<file path="src/design/blt_timer_map.vh">
/*
  Register map, field positions, reset values and timing constants for the boot-load timer and progress block.
  Assumes a 40 MHz system clock and AXI4-Lite byte addressing.
*/
// Behaviour
// - timer length is a 16-bit count times the millisecond tick period.
// - a count of zero disables the timer; no expiry ever fires.
// - any write of a nonzero count to the timer register starts the timer counting.
// - writing while running restarts with the new count; old run gives no event.
// - expiry gives the boot timeout event while booting, else the general event.
// - auto-reload set restarts on expiry with same count; clear stops the timer.
// - after reset the count is 0x0FA0, a four-second boot timeout.
// - boot load finishing before expiry clears the count, disabling the timer.
// - remaining-entry count is read-only, loaded from the first two EEPROM bytes.
// - after a chain operation the remaining-entry count reloads from the new EEPROM.
// - each address/data pair read during boot load decrements the remaining count.
// - read-only peripheral address, zero at reset, increases as boot load reads.
// - a chain loads the peripheral address from the new address, low three bits zero.
`ifndef BLT_TIMER_MAP_VH
`define BLT_TIMER_MAP_VH

// register byte addresses
`define BLT_TIMER_OFFSET 20'h1D35C
`define BLT_PROGRESS_OFFSET 20'h1D3B8

// timer register fields
`define BLT_AUTO_RELOAD_BIT 31
`define BLT_COUNT_MSB 15
`define BLT_COUNT_LSB 0
`define BLT_COUNT_RESET 16'h0FA0

// progress register fields
`define BLT_ENTRY_MSB 31
`define BLT_ENTRY_LSB 16
`define BLT_PADDR_MSB 15
`define BLT_PADDR_LSB 0

// timing: millisecond tick at the 40 MHz clock
`define BLT_TICK_PERIOD_NS 1000000
`define BLT_CLK_PERIOD_NS 25
`define BLT_TICK_CYCLES (`BLT_TICK_PERIOD_NS / `BLT_CLK_PERIOD_NS)

// AXI responses
`define BLT_RESP_OKAY 2'h0
`define BLT_RESP_SLVERR 2'h2

`endif

</file>
<file path="src/design/blt_boot_timer.v">
/*
  Boot-load watchdog / general millisecond timer with boot progress counters, behind an AXI4-Lite slave.
  Assumes the boot sequencer drives its status and event pulses synchronous to mclk, one cycle each.
*/
`include "blt_timer_map.vh"

module blt_boot_timer #(
  parameter ADDR_W = 20,
  parameter TICK_CYCLES = `BLT_TICK_CYCLES
) (
  // clock and reset
  input wire mclk,
  input wire arst_n,
  // AXI4-Lite write address
  input wire [ADDR_W-1:0] s_axi_awaddr,
  input wire s_axi_awvalid,
  output reg s_axi_awready,
  // AXI4-Lite write data
  input wire [31:0] s_axi_wdata,
  input wire [3:0] s_axi_wstrb,
  input wire s_axi_wvalid,
  output reg s_axi_wready,
  // AXI4-Lite write response
  output reg [1:0] s_axi_bresp,
  output reg s_axi_bvalid,
  input wire s_axi_bready,
  // AXI4-Lite read address
  input wire [ADDR_W-1:0] s_axi_araddr,
  input wire s_axi_arvalid,
  output reg s_axi_arready,
  // AXI4-Lite read data
  output reg [31:0] s_axi_rdata,
  output reg [1:0] s_axi_rresp,
  output reg s_axi_rvalid,
  input wire s_axi_rready,
  // boot sequencer status and events
  input wire bootActive,
  input wire bootDone,
  input wire entryCountLoad,
  input wire [15:0] entryCountValue,
  input wire pairRead,
  input wire chainLoad,
  input wire [15:0] chainAddr,
  input wire paddrIncrement,
  // expiry events, one-cycle pulses
  output reg bootTimeoutEvent,
  output reg generalTimerExpiredEvent
);

  // timer state
  reg [15:0] periodCount_reg;
  reg autoReloadEnable_reg;
  reg [15:0] remaining_reg;
  reg running_reg;
  reg [31:0] divCount_reg;
  reg msTick_reg;
  // progress state
  reg [15:0] remainingEntryCount_reg;
  reg [15:0] paddr_reg;
  // write channel holding
  reg awHeld_reg;
  reg [ADDR_W-1:0] awAddr_reg;
  reg wHeld_reg;
  reg [31:0] wData_reg;
  reg [3:0] wStrb_reg;

  wire writeFire;
  wire timerWrite;
  wire [15:0] newCount;
  wire newAutoReload;
  wire expire;
  wire [32:0] readAnswer;
  wire [32:0] writeDecode;

  // byte-lane merge, used for the two count lanes; the flag lane takes strobe 3 directly
  function [7:0] laneMerge;
    input [7:0] oldByte;
    input [7:0] newByte;
    input strobe;
    begin
      laneMerge = strobe ? newByte : oldByte;
    end
  endfunction

  // read mux, also the address decode for unmapped answers
  function [32:0] readWord;
    input [ADDR_W-1:0] addr;
    input [15:0] cnt;
    input ar;
    input [15:0] entries;
    input [15:0] paddr;
    begin
      readWord = 33'h0_0000_0000;
      if (addr == `BLT_TIMER_OFFSET) begin
        readWord[32] = 1'b1;
        readWord[`BLT_AUTO_RELOAD_BIT] = ar; // reserved bits stay zero
        readWord[`BLT_COUNT_MSB:`BLT_COUNT_LSB] = cnt;
      end else if (addr == `BLT_PROGRESS_OFFSET) begin
        readWord[32] = 1'b1;
        readWord[`BLT_ENTRY_MSB:`BLT_ENTRY_LSB] = entries;
        readWord[`BLT_PADDR_MSB:`BLT_PADDR_LSB] = paddr;
      end
    end
  endfunction

  // a write completes once both address and data are held
  assign writeFire = awHeld_reg && wHeld_reg && !s_axi_bvalid;
  assign timerWrite = writeFire && (awAddr_reg == `BLT_TIMER_OFFSET);
  assign newCount = {laneMerge(periodCount_reg[15:8], wData_reg[15:8], wStrb_reg[1]),
                     laneMerge(periodCount_reg[7:0], wData_reg[7:0], wStrb_reg[0])};
  assign newAutoReload = wStrb_reg[3] ? wData_reg[`BLT_AUTO_RELOAD_BIT] : autoReloadEnable_reg;
  // decoded answers; bit 32 marks a mapped register, the rest is the read word
  assign readAnswer = readWord(s_axi_araddr, periodCount_reg, autoReloadEnable_reg,
                               remainingEntryCount_reg, paddr_reg);
  assign writeDecode = readWord(awAddr_reg, 16'h0000, 1'b0, 16'h0000, 16'h0000);
  // last millisecond of a live run
  assign expire = running_reg && msTick_reg && (remaining_reg == 16'h0001);

  // write address and data are taken in either order and held
  always @(posedge mclk or negedge arst_n) begin
    if (!arst_n) begin
      awHeld_reg <= 1'b0;
      awAddr_reg <= {ADDR_W{1'b0}};
      wHeld_reg <= 1'b0;
      wData_reg <= 32'h0000_0000;
      wStrb_reg <= 4'h0;
      s_axi_awready <= 1'b0;
      s_axi_wready <= 1'b0;
    end else begin
      if (s_axi_awvalid && s_axi_awready) begin
        awHeld_reg <= 1'b1;
        awAddr_reg <= s_axi_awaddr;
      end else if (writeFire) begin
        awHeld_reg <= 1'b0;
      end
      if (s_axi_wvalid && s_axi_wready) begin
        wHeld_reg <= 1'b1;
        wData_reg <= s_axi_wdata;
        wStrb_reg <= s_axi_wstrb;
      end else if (writeFire) begin
        wHeld_reg <= 1'b0;
      end
      // ready only while the holding slot is free and no response is pending, and low from the cycle after a take
      s_axi_awready <= !awHeld_reg && !s_axi_bvalid && !(s_axi_awvalid && s_axi_awready);
      s_axi_wready <= !wHeld_reg && !s_axi_bvalid && !(s_axi_wvalid && s_axi_wready);
    end
  end

  // write response; writes to the progress register are accepted but change nothing
  always @(posedge mclk or negedge arst_n) begin
    if (!arst_n) begin
      s_axi_bvalid <= 1'b0;
      s_axi_bresp <= `BLT_RESP_OKAY;
    end else if (writeFire) begin
      s_axi_bvalid <= 1'b1;
      s_axi_bresp <= writeDecode[32] ? `BLT_RESP_OKAY : `BLT_RESP_SLVERR;
    end else if (s_axi_bvalid && s_axi_bready) begin
      s_axi_bvalid <= 1'b0;
    end
  end

  // read channel: one read at a time, data captured at the address handshake
  always @(posedge mclk or negedge arst_n) begin
    if (!arst_n) begin
      s_axi_arready <= 1'b0;
      s_axi_rvalid <= 1'b0;
      s_axi_rdata <= 32'h0000_0000;
      s_axi_rresp <= `BLT_RESP_OKAY;
    end else begin
      if (s_axi_arvalid && s_axi_arready) begin
        s_axi_arready <= 1'b0;
        s_axi_rvalid <= 1'b1;
        s_axi_rdata <= readAnswer[31:0];
        s_axi_rresp <= readAnswer[32] ? `BLT_RESP_OKAY : `BLT_RESP_SLVERR;
      end else if (s_axi_rvalid && s_axi_rready) begin
        s_axi_rvalid <= 1'b0;
      end else if (!s_axi_rvalid) begin
        s_axi_arready <= 1'b1;
      end
    end
  end

  // millisecond tick divider; restarted with the timer so each run gets full milliseconds
  always @(posedge mclk or negedge arst_n) begin
    if (!arst_n) begin
      divCount_reg <= 32'h0000_0000;
      msTick_reg <= 1'b0;
    end else if (timerWrite) begin
      divCount_reg <= 32'h0000_0000;
      msTick_reg <= 1'b0;
    end else if (divCount_reg == TICK_CYCLES - 1) begin
      divCount_reg <= 32'h0000_0000;
      msTick_reg <= 1'b1;
    end else begin
      divCount_reg <= divCount_reg + 32'h0000_0001;
      msTick_reg <= 1'b0;
    end
  end

  // timer core: software write wins over boot completion in the same cycle
  always @(posedge mclk or negedge arst_n) begin
    if (!arst_n) begin
      periodCount_reg <= `BLT_COUNT_RESET;
      autoReloadEnable_reg <= 1'b0;
      remaining_reg <= `BLT_COUNT_RESET;
      running_reg <= 1'b1; // boot watchdog runs from reset
    end else if (timerWrite) begin
      periodCount_reg <= newCount;
      autoReloadEnable_reg <= newAutoReload;
      remaining_reg <= newCount;
      running_reg <= (newCount != 16'h0000);
    end else if (bootDone) begin
      periodCount_reg <= 16'h0000;
      remaining_reg <= 16'h0000;
      running_reg <= 1'b0;
    end else if (expire) begin
      if (autoReloadEnable_reg) begin
        remaining_reg <= periodCount_reg;
      end else begin
        running_reg <= 1'b0;
        remaining_reg <= 16'h0000;
      end
    end else if (running_reg && msTick_reg) begin
      remaining_reg <= remaining_reg - 16'h0001;
    end
  end

  // expiry events; a restarting write suppresses the old run's event
  always @(posedge mclk or negedge arst_n) begin
    if (!arst_n) begin
      bootTimeoutEvent <= 1'b0;
      generalTimerExpiredEvent <= 1'b0;
    end else begin
      bootTimeoutEvent <= expire && !timerWrite && !bootDone && bootActive;
      generalTimerExpiredEvent <= expire && !timerWrite && !bootDone && !bootActive;
    end
  end

  // boot progress counters, read-only to software
  always @(posedge mclk or negedge arst_n) begin
    if (!arst_n) begin
      remainingEntryCount_reg <= 16'h0000;
      paddr_reg <= 16'h0000;
    end else begin
      if (entryCountLoad) begin
        remainingEntryCount_reg <= entryCountValue;
      end else if (pairRead && (remainingEntryCount_reg != 16'h0000)) begin
        remainingEntryCount_reg <= remainingEntryCount_reg - 16'h0001;
      end
      if (chainLoad) begin
        paddr_reg <= {chainAddr[15:3], 3'h0};
      end else if (paddrIncrement) begin
        paddr_reg <= paddr_reg + 16'h0001;
      end
    end
  end

endmodule // blt_boot_timer

</file>
<file path="config.mk">
export PLATFORM = sky130hd
export DESIGN_NAME = blt_boot_timer
export DESIGN_NICKNAME = d
export VERILOG_FILES = /design/src/design/blt_boot_timer.v
export VERILOG_INCLUDE_DIRS = /design/src /design/src/design
export SDC_FILE = /design/constraint.sdc
export NUM_CORES = 1
export LEC_CHECK = 0
export BUFFER_PORTS_ARGS = -buffer_cell sky130_fd_sc_hd__buf_2
export CORE_MARGIN = 2
export CORE_UTILIZATION = 56
export CTS_CLUSTER_SIZE = 24
export DETAILED_ROUTE_END_ITERATION = 16
export GPL_TIMING_DRIVEN = 0
export PLACE_DENSITY_LB_ADDON = 0.1
export RECOVER_POWER = 100
export SYNTH_ARGS = -nofsm -noshare
export SYNTH_HDL_FRONTEND = slang
export SYNTH_SLANG_ARGS = --single-unit
</file>
<file path="constraint.sdc">
create_clock -name mclk -period 2.1 [get_ports mclk]
set_input_delay 0.105 -clock mclk [delete_from_list [all_inputs] [get_ports mclk]]
set_output_delay 0.105 -clock mclk [all_outputs]
set_load 0.05 [all_outputs]
</file>
==> Word-level counts from Yosys, hierarchy flattened <==
Index checks and enable logic that the tools add are counted.
{ "totals": {"ff_bits": 200, "in_bits": 121, "out_inout_bits": 43, "elab_cells": 116} }
{ "op_classes": {"add_sub_neg": 4, "n_eq_ne": 9, "n_mux": 39, "n_reduce_logical": 41} }
{ "ops": {"columns": ["cell", "count"], "rows": [
  ["$mux W16", 12],
  ["$eq A20 B17 Y1 const B", 4],
  ["$mux W33", 2],
  ["$mux W32", 2],
  ["$add A32 B1 Y32 const B", 1],
  ["$eq A32 B16 Y1 const B", 1],
  ["$reduce_bool A16 Y1", 2],
  ["$sub A16 B1 Y16 const B", 2],
  ["$logic_and A1 B1 Y1", 19],
  ["$add A16 B1 Y16 const B", 1],
  ["$eq A16 B1 Y1 const B", 1],
  ["$mux W1", 16],
  ["$mux W8", 2],
  ["$mux W15", 1],
  ["$reduce_bool A2 Y1", 7],
  ["$logic_not A1 Y1", 8],
  ["$mux W2", 4],
  ["$reduce_and A2 Y1", 3],
  ["$reduce_bool A4 Y1", 1],
  ["$ne A3 B2 Y1 const B", 1],
  ["$reduce_bool A3 Y1", 1],
  ["$ne A2 B1 Y1 const B", 1],
  ["$ne A2 B2 Y1 const B", 1]
]} }

==> Depth between registers and ports, before layout <==
Gate-level depths: netlist of run 1.
{ "logic_depth": {"depth_word": 7, "mapped_depth": 9, "depth_no_buf": 7} }

==> Worst setup path after synthesis of run 1 <==
No wires, ideal clock.
{ "synth_path": {"path_kind": "flip-flop to flip-flop", "from": "register s_axi_bvalid", "to": "register remaining_reg[7]", "setup_ps": 96, "arrival_time_ps": 1758, "required_time_ps": 2004, "slack_ps": 246, "stages_incl_launch_ff": 7, "n_path_buf": 2, "period_less_slack_ps": 1854, "path_cell_list": "dfrtp_1 > inv_1 > nand4_1 > or3_4 > buf_2 > buf_4 > o32ai_1"} }
{ "synth_between": {"elab_chain_len": 4, "word_cells_on_any_way": 5, "cone_classes": "1 x mux; 4 x reduce/logical"} }
{ "synth_rtl": {"columns": ["element", "line", "text"], "rows": [
  ["from (decl)", "blt_boot_timer.v:25", "output reg s_axi_bvalid,"],
  ["from (signal assigned)", "blt_boot_timer.v:152", "s_axi_bvalid <= 1'b0;"],
  ["from (signal assigned)", "blt_boot_timer.v:155", "s_axi_bvalid <= 1'b1;"],
  ["from (signal assigned)", "blt_boot_timer.v:158", "s_axi_bvalid <= 1'b0;"],
  ["$logic_not A1 Y1 (*)", "blt_boot_timer.v:107", "assign writeFire = awHeld_reg && wHeld_reg && !s_axi_bvalid;"],
  ["$logic_and A1 B1 Y1 (*)", "blt_boot_timer.v:107", null],
  ["$logic_and A1 B1 Y1 (*)", "blt_boot_timer.v:108", "assign timerWrite = writeFire && (awAddr_reg == `BLT_TIMER_OFFSET);"],
  ["$reduce_bool A4 Y1 (no source line) or $mux W16 (tied branches)", null, null],
  ["to (signal assigned)", "blt_boot_timer.v:205", "remaining_reg <= `BLT_COUNT_RESET;"],
  ["to (signal assigned)", "blt_boot_timer.v:210", "remaining_reg <= newCount;"],
  ["to (signal assigned)", "blt_boot_timer.v:218", "remaining_reg <= periodCount_reg;"],
  ["to (decl)", "blt_boot_timer.v:53", "reg [15:0] remaining_reg;"]
]} }
Every way passes the cells marked *; elsewhere a longest branch is shown, timed or not.
A chain may end at the register's enable or synchronous reset.

==> Worst setup path after layout of run 1 <==
{ "layout_path": {"from": "register awAddr_reg[7]", "to": "register periodCount_reg[3]"} }
{ "layout_between": {"elab_chain_len": 3, "word_cells_on_any_way": 4, "cone_classes": "1 x eq/ne; 1 x mux; 2 x reduce/logical"} }
{ "layout_rtl": {"columns": ["element", "line", "text"], "rows": [
  ["from (decl)", "blt_boot_timer.v:62", "reg [ADDR_W-1:0] awAddr_reg;"],
  ["from (signal assigned)", "blt_boot_timer.v:123", "awAddr_reg <= {ADDR_W{1'b0}};"],
  ["from (signal assigned)", "blt_boot_timer.v:132", "awAddr_reg <= s_axi_awaddr;"],
  ["$eq A20 B17 Y1 (no source line) (*)", null, null],
  ["$logic_and A1 B1 Y1 (*)", "blt_boot_timer.v:108", null],
  ["$mux W16 or $reduce_bool A2 Y1 (tied branches)", null, null],
  ["to (signal assigned)", "blt_boot_timer.v:203", "periodCount_reg <= `BLT_COUNT_RESET;"],
  ["to (signal assigned)", "blt_boot_timer.v:208", "periodCount_reg <= newCount;"],
  ["to (decl)", "blt_boot_timer.v:51", "reg [15:0] periodCount_reg;"]
]} }
Marks and branches as above.

==> flow_metrics.env, run 1 <==
export IMPL_antenna_diode_count=0
export IMPL_worst_slew_pin_slew_ps=1080
export IMPL_wire_per_inst_um=18.1
export IMPL_utilization_of_the_core_after_routing_pct=72.6
export IMPL_cp_top_family="simple AND/OR/NAND/NOR gates"
export IMPL_layout_worst_path_cycle_share_pct=98.7
export IMPL_drt_first_iter_violations=672
export IMPL_numCtsBuffers=17
export IMPL_async_set_or_reset_register_ratio_after_synthesis_pct=100
export IMPL_antenna_found_initial=0
export IMPL_startpoint_type="register"
export IMPL_critical_path_cell_chain="and4bb_2, nand4_1, buf_4, or3_4, buf_4, o21ai_2, a32o_1"
export IMPL_critical_path_startpoint="awAddr_reg[7]"
export IMPL_dpl_hpwl_um=16400
export IMPL_endpoint_kind="register"
export IMPL_r2r_slack_ps=30
export IMPL_synth_distinct_cells=81
export IMPL_global_route_usage_total_pct=29.0
export IMPL_globalRouteOverflowTotal=0
export IMPL_synthesis_yosys_warnings=0
export IMPL_vias_per_cell=5.82
export IMPL_timing_critical_path_slowest_stage_cell="or3_4"
export IMPL_post_route_cells_drive_above_1_share_pct=22.2
export IMPL_hp_start="chainLoad"
export IMPL_worst_hold_path_class="primary input to register"
export IMPL_max_vdd_ir_drop_mv=0.815
export IMPL_seq_area_frac_synth_pct=50.5
export IMPL_yosysTopAreaCell="dfrtp_1"
export IMPL_clock_power_share_pct=32.2
export IMPL_slew_violations=0
export IMPL_fp_dieW_um=131
export IMPL_timing_worst_setup_path_type="register to register"
export IMPL_timing_final_ws_setup_ps=27.3
export IMPL_syn_avg_cell_area_um2=10.3
export IMPL_netlist_top_cells_area="dfrtp_1 (47%), mux2_2 (5.4%), nand2_1 (4.8%)"
export IMPL_tritoncts="yes"
export IMPL_worst_r2r_startpoint="awAddr_reg[7]"
export IMPL_cp_max_fo=5
export IMPL_final_instance_count_excl_fill=1352
export IMPL_sequentialPowerShare_pct=46.6
export IMPL_portBuffers=140
export IMPL_core_area_um2=15800
export IMPL_final_setup_tns_ps=0
export IMPL_cell_internal_power_dissipation_w=0.00656
export IMPL_synth_seq_cells=182
export IMPL_cp_data_arrival_time_ps=2440
export IMPL_layout_cell_area_non_filler_um2=11500
export IMPL_vias=7872
export IMPL_worst_slew_margin_rel_pct=27.9
export IMPL_final_setup_skew_ps=17.5
export IMPL_setup_viol_count_final=0
export IMPL_clk_pin_slew_worst_paths_ps=80
export IMPL_design_die_area_um2=17200
export IMPL_hold_path_depth=3
export IMPL_critical_path_most_common_cell="buf_4"
export IMPL_switchingPower_w=0.00317
export IMPL_routed_wirelength_um=24400
export IMPL_yosys_top_cells_count="dfrtp_1 (169), nand2_1 (116), nor2_1 (66)"
export IMPL_globalplace_congestion=0.935
export IMPL_rsz0062_at_grt="yes"
export IMPL_ant_nets=0
export IMPL_flow_area_growth_from_synthesis_pct=26.9
export IMPL_dp_worst_setup_slack_ps=-316
export IMPL_share_comb_of_total_power_pct=21.1
export IMPL_crit_reg2reg_capture="periodCount_reg[3]"
export IMPL_final_nets=1250
export IMPL_drt_pre_antenna_iters=5
export IMPL_synth_edff_count=0
export IMPL_cts_buffer_depth=2
export IMPL_die_y_um=131
export IMPL_switching_share_pct=32.6
export IMPL_grt_first_pass_wirelength_um=40300
export IMPL_cp_required_ps=2470
export IMPL_tritoncts_num_sinks=182
export IMPL_fillCellCount=1147
export IMPL_cts_root_buf="clkbuf_16"
export IMPL_powerDensity_nw_per_um2=847
export IMPL_remaining_drcs=0
export IMPL_cp_slowest_stage_delay_ps=440
export IMPL_worst_r2r_path_depth=7
export IMPL_run_status="complete, no violations"
export IMPL_yosys_most_used_dff="dfrtp_1"
export IMPL_max_freq_ghz=0.482
export IMPL_io_pins=164
export IMPL_placement_cell_area_um2=10100
export IMPL_drv_max_cap_violation_count=0
export IMPL_synthesis_instances=877
export IMPL_crit_buf_inv=2
export IMPL_hold_crit_endpoint="paddr_reg[4]"
export IMPL_static_leakage_nw=5.01
export IMPL_clock_latency_ps=440
export IMPL_pin_count_of_the_biggest_net_entering_global_routing=108
export IMPL_std_cell_rows=46
export IMPL_cts_max_level=4
export IMPL_cell_with_the_most_instances_after_synthesis="dfrtp_1"
export IMPL_synth_top_area_share_pct=46.7
export IMPL_floorplan_initialDensity_pct=57.2
export IMPL_post_synth_instance_area_um2=9050
export IMPL_number_of_global_route_vias_before_repair=7939
export IMPL_timing_hold_violations_final=0
export IMPL_place_detailed_instances=1235
export IMPL_min_period_ps=2070
==> through the flow <==
| step | total power, W | hold slack, ps |
|---|---|---|
| 2_1_floorplan | 0.00579 | -191 |
| 3_3_place_gp | 0.00639 | 279 |
| 4_1_cts | 0.00973 | 63.8 |
| 6_report | 0.00973 | 82.9 |
| 5_1_grt | 0.0102 | 97.2 |
| 3_5_place_dp | 0.00644 | 116 |
==> kinds of logic (layout without fill, tap and decap cells) <==
kind of cell | Yosys count | in the layout | synth area share, %
muxes | 60 | 60 | 7.23
and+or+nand+nor | 327 | 327 | 19.1
other | 1 | 2 | 0.0414
adders and majority gates | 6 | 6 | 0.830
AOI/OAI and AO/OA | 177 | 177 | 13.4
buffers and inverters | 65 | 323 | 3.18
DFF | 182 | 182 | 50.5
xor gates and xnor gates | 59 | 59 | 5.71
==> cells in the final DEF, fill, tap and decap left out, types with 17 or more instances in the layout <==
| cell type | n |
|---|---|
| dfrtp_1 | 169 |
| nand2_1 | 114 |
| buf_2 | 104 |
| dlygate4sd3_1 | 76 |
| nor2_1 | 66 |
| clkbuf_1 | 63 |
| o21ai_0 | 58 |
| mux2_2 | 43 |
| xor2_1 | 30 |
| xnor2_1 | 29 |
| nand3_1 | 23 |
| and3_1 | 19 |
| nand4_1 | 19 |
| buf_4 | 18 |
| nor3_1 | 18 |
| mux2i_1 | 17 |
| a22oi_1 | 17 |
| clkbuf_16 | 17 |
==> metal layers <==
metal / wire (µm) / vias up / global-route usage, % / part of all wire [%]
li1: - / 3689 / - / -
met1: 10700 / 3881 / 39.3 / 44
met2: 11700 / 264 / 46.8 / 48
met3: 1530 / 38 / 6.33 / 6.3
met4: 426 / 0 / 9.60 / 1.7
met5: 0 / - / 0 / 0
==> power groups by stage <==
stage               Clock, W  Sequential, W  Combinational (W)
detailed placement         0        0.00454            0.00190
finish               0.00314        0.00453            0.00206
CTS                  0.00319        0.00450            0.00205
global placement           0        0.00453            0.00186
global route         0.00333        0.00459            0.00223
floorplan                  0        0.00459            0.00120
==> worst reg2reg max path, cell delays in order, from the launching register on <==
cell	delay, ps
dfrtp_1	400
and4bb_2	310
nand4_1	90
buf_4	180
or3_4	440
buf_4	170
o21ai_2	230
a32o_1	170
==> worst max-delay path by stage <==
stage	endpoint	slack, ps	cells past startpoint
4_1_cts	divCount_reg[21]	-10	7
3_5_place_dp	bootTimeoutEvent	-320	5
3_3_place_gp	awAddr_reg[2]	-2010	1
2_1_floorplan	remaining_reg[7]	250	6
6_report	periodCount_reg[3]	30	7
5_1_grt	periodCount_reg[0]	-60	7
==> what timing repair did <==
action	4_1_cts	5_1_grt
resized for setup	5	16
hold buffers	76	0
hold endpoints to repair	138	0
setup endpoints to repair	43	65
pin swaps	3	3
buffers inserted	7	3
==> area by class of cell <==
class,count,area (µm²),share of cell area [%]
flip-flops and latches,182,4570,39.8
multi-input cells,631,4240,36.9
repair buffers,227,1530,13.3
clock inverters,15,155,1.35
inverters,17,63.8,0.556
clock buffers,17,425,3.70
plain buffers,47,236,2.06
well taps,216,270,2.35
No activity file was read; power rests on OpenSTA's default activity.
==> run 2: changes to the inputs <==
--- a/config.mk
+++ b/config.mk
@@ -6,9 +6,12 @@
 export SDC_FILE = /design/constraint.sdc
 export NUM_CORES = 1
 export LEC_CHECK = 0
+export ABC_AREA = 1
 export BUFFER_PORTS_ARGS = -buffer_cell sky130_fd_sc_hd__buf_2
+export CELL_PAD_IN_SITES_DETAIL_PLACEMENT = 1
+export CELL_PAD_IN_SITES_GLOBAL_PLACEMENT = 2
 export CORE_MARGIN = 2
-export CORE_UTILIZATION = 56
+export CORE_UTILIZATION = 33
 export CTS_CLUSTER_SIZE = 24
 export DETAILED_ROUTE_END_ITERATION = 16
 export GPL_TIMING_DRIVEN = 0
==> run 2 against run 1 <==
Clock power is essentially flat. Die area grew 83%. Power is 2.2% higher. Global-route usage is 7.3 points lower. Combinational power grew 13%. Worst hold slack got worse by 66 ps. Sequential power about the same. Fmax up 9.0%. Critical endpoint is now divCount_reg[22]. Final cell count up 43%. Register-to-register slack improved by 170 ps.
==> flow_metrics.env, run 2 <==
export IMPL_run_status="complete, no violations"
export IMPL_yosys_most_used_dff="dfrtp_1"
export IMPL_slew_violations=0
export IMPL_vias_per_cell=4.84
export IMPL_layout_cells_most_common_list="nand2_1 (341), nor2_1 (169), dfrtp_1 (169), inv_1 (132), nand3_1 (128)"
export IMPL_synth_distinct_cells=39
export IMPL_io_pins=164
export IMPL_clk_pin_slew_worst_paths_ps=70
export IMPL_cp_top_family="simple AND/OR/NAND/NOR gates"
export IMPL_gr_usage_met3_pct=3.53
export IMPL_yosys_top_cells_count="nand2_1 (341), nor2_1 (174), dfrtp_1 (169)"
export IMPL_cell_internal_power_dissipation_w=0.00660
export IMPL_timing_critical_path_slowest_stage_cell="dfrtp_1"
export IMPL_critical_path_cell_chain="ha_1, nand3_1, nor3_2, nand2_1, nor2_1, nand2_1, xor2_1, nor2_1"
export IMPL_cp_data_arrival_time_ps=2270
export IMPL_sequentialPowerShare_pct=45.3
export IMPL_cts_root_buf="clkbuf_16"
export IMPL_utilization_of_the_core_after_routing_pct=41.9
export IMPL_hold_crit_endpoint="remainingEntryCount_reg[4]"
export IMPL_max_freq_ghz=0.526
export IMPL_max_vdd_ir_drop_mv=0.577
export IMPL_antenna_found_initial=0
export IMPL_post_synth_instance_area_um2=9920
export IMPL_die_y_um=177
export IMPL_post_route_cells_drive_above_1_share_pct=13.9
export IMPL_switching_share_pct=33.6
export IMPL_crit_buf_inv=0
export IMPL_clock_power_share_pct=31.3
export IMPL_layout_worst_path_cycle_share_pct=90.5
export IMPL_fp_dieW_um=177
export IMPL_netlist_top_cells_area="dfrtp_1 (43%), nand2_1 (13%), nor2_1 (6.6%)"
export IMPL_floorplan_initialDensity_pct=33.5
export IMPL_gr_usage_met1_pct=32.7
export IMPL_globalRouteOverflowTotal=0
export IMPL_timing_final_ws_setup_ps=199
export IMPL_synth_seq_cells=182
export IMPL_endpoint_kind="register"
export IMPL_wire_per_inst_um=16.7
export IMPL_global_route_usage_met2_pct=32.6
export IMPL_synthesis_instances=1299
export IMPL_number_of_global_route_vias_before_repair=9756
export IMPL_design_die_area_um2=31500
export IMPL_globalplace_congestion=0.870
export IMPL_final_setup_tns_ps=0
export IMPL_clock_latency_ps=450
export IMPL_tritoncts="yes"
export IMPL_cp_max_fo=5
export IMPL_synthesis_yosys_warnings=0
export IMPL_gr_busiest_metal="met1"
export IMPL_vias=9378
export IMPL_antenna_diode_count=0
export IMPL_worst_slew_margin_rel_pct=17.7
export IMPL_cts_buffer_depth=2
export IMPL_remaining_drcs=0
export IMPL_ant_nets=0
export IMPL_grt_first_pass_wirelength_um=53200
export IMPL_worst_hold_path_class="primary input to register"
export IMPL_core_area_um2=29600
export IMPL_pin_count_of_the_biggest_net_entering_global_routing=103
export IMPL_r2r_slack_ps=200
export IMPL_fillCellCount=3773
export IMPL_std_cell_rows=63
export IMPL_switchingPower_w=0.00335
export IMPL_tritoncts_num_sinks=182
export IMPL_routed_wirelength_um=32300
export IMPL_timing_hold_ws_ps=16.9
export IMPL_async_set_or_reset_register_ratio_after_synthesis_pct=100
export IMPL_startpoint_type="register"
export IMPL_most_common_cell_after_layout_fill_and_taps_aside="nand2_1"
export IMPL_hold_path_depth=5
export IMPL_portBuffers=142
export IMPL_yosysTopAreaCell="dfrtp_1"
export IMPL_numCtsBuffers=17
export IMPL_worst_slew_pin_slew_ps=1230
export IMPL_powerDensity_nw_per_um2=801
export IMPL_seq_area_frac_synth_pct=46.1
export IMPL_synth_top_area_share_pct=42.6
export IMPL_timing_hold_violations_final=0
export IMPL_rsz0062_at_grt="no"
export IMPL_final_setup_skew_ps=13.8
export IMPL_syn_avg_cell_area_um2=7.64
export IMPL_dp_worst_setup_slack_ps=-40.3
export IMPL_timing_worst_setup_path_type="register to register"
export IMPL_synth_edff_count=0
export IMPL_setup_viol_count_final=0
export IMPL_drv_max_cap_violation_count=0
export IMPL_worst_r2r_path_depth=8
export IMPL_crit_reg2reg_capture="divCount_reg[22]"
export IMPL_cp_slowest_stage_delay_ps=380
export IMPL_flow_area_growth_from_synthesis_pct=25.1
export IMPL_static_leakage_nw=5.83
export IMPL_hp_start="entryCountValue[4]"
export IMPL_drt_pre_antenna_iters=6
export IMPL_drt_first_iter_violations=449
export IMPL_final_nets=1660
export IMPL_share_comb_of_total_power_pct=23.5
export IMPL_worst_r2r_startpoint="divCount_reg[0]"
export IMPL_cp_required_ps=2460
export IMPL_cts_max_level=4
export IMPL_cell_with_the_most_instances_after_synthesis="nand2_1"
export IMPL_dpl_hpwl_um=24500
export IMPL_global_route_usage_total_pct=21.7
export IMPL_min_period_ps=1900
run 2: power by group through the flow:
stage | sequential (W) | clock (W) | combinational (W)
after floorplan | 0.00460 | 0 | 0.00145
after global placement | 0.00455 | 0 | 0.00221
after detailed placement | 0.00456 | 0 | 0.00226
after CTS | 0.00450 | 0.00320 | 0.00238
after global routing | 0.00460 | 0.00333 | 0.00266
final | 0.00450 | 0.00311 | 0.00233
run 2: worst register-to-register path, delay by kind of cell (launching register included):
family	cells	cell delay (ps)
AND/OR/NAND/NOR	6	1030
adder cells (fa/ha/maj)	1	260
XOR/XNOR	1	150
flip-flops	1	380
run 2: worst max path at each step:
stage	from	to	slack (ps)	cells past startpoint
2_1_floorplan	s_axi_bvalid	remaining_reg[11]	380	10
3_3_place_gp	arst_n	remainingEntryCount_reg[1]	-2340	1
3_5_place_dp	awAddr_reg[11]	divCount_reg[22]	-40	7
4_1_cts	awAddr_reg[11]	remaining_reg[5]	30	9
5_1_grt	s_axi_bvalid	remaining_reg[8]	20	10
6_report	divCount_reg[0]	divCount_reg[22]	200	8
run 2: cell families (layout without fill, tap and decap cells):
group / count (synthesis) / in the layout / synth area share [%]
AND/OR/NAND/NOR: 730 / 730 / 31.6
flip-flops: 182 / 182 / 46.1
buffers and inverters: 178 / 424 / 7.20
AO/OA/AOI/OAI: 124 / 124 / 6.64
XOR/XNOR: 45 / 45 / 3.97
multiplexers: 33 / 33 / 3.75
adder cells (fa/ha/maj): 6 / 6 / 0.757
other: 1 / 2 / 0.0378
run 2: final cells by class:
cell class                 instances  area, µm²  share of cell area (%)
multi-input combinational        940       4680                    37.7
sequential                       182       4570                    36.8
timing repair buffer             214       1400                    11.3
inverter                         135        507                    4.08
tap                              390        488                    3.93
clock buffer                      21        460                    3.71
buffer                            43        210                    1.69
clock inverter                    11       88.8                   0.716
run 2: timing repair:
item / in CTS / in global routing
hold endpoints to repair: 143 / 0
buffers inserted: 0 / 0
resized for setup: 1 / 14
endpoints found under the setup margin: 20 / 43
hold buffers: 71 / 0
gates cloned: 0 / 0
run 2: routing by layer:
metal  part of all wire (%)  vias up
met2                     44      139
met4                   0.90        0
met1                     52     4568
met3                    2.8       16
met5                      0        -
li1                       -     4655
run 2: metrics by stage:
| stage | instance area, µm² | cells | total power, W |
|---|---|---|---|
| 2_1_floorplan | 9920 | 1300 | 0.00605 |
| 3_3_place_gp | 11100 | 1832 | 0.00676 |
| 3_5_place_dp | 11200 | 1833 | 0.00683 |
| 4_1_cts | 12400 | 1936 | 0.0101 |
| 5_1_grt | 12400 | 1936 | 0.0106 |
| 6_report | 12400 | 1936 | 0.00994 |
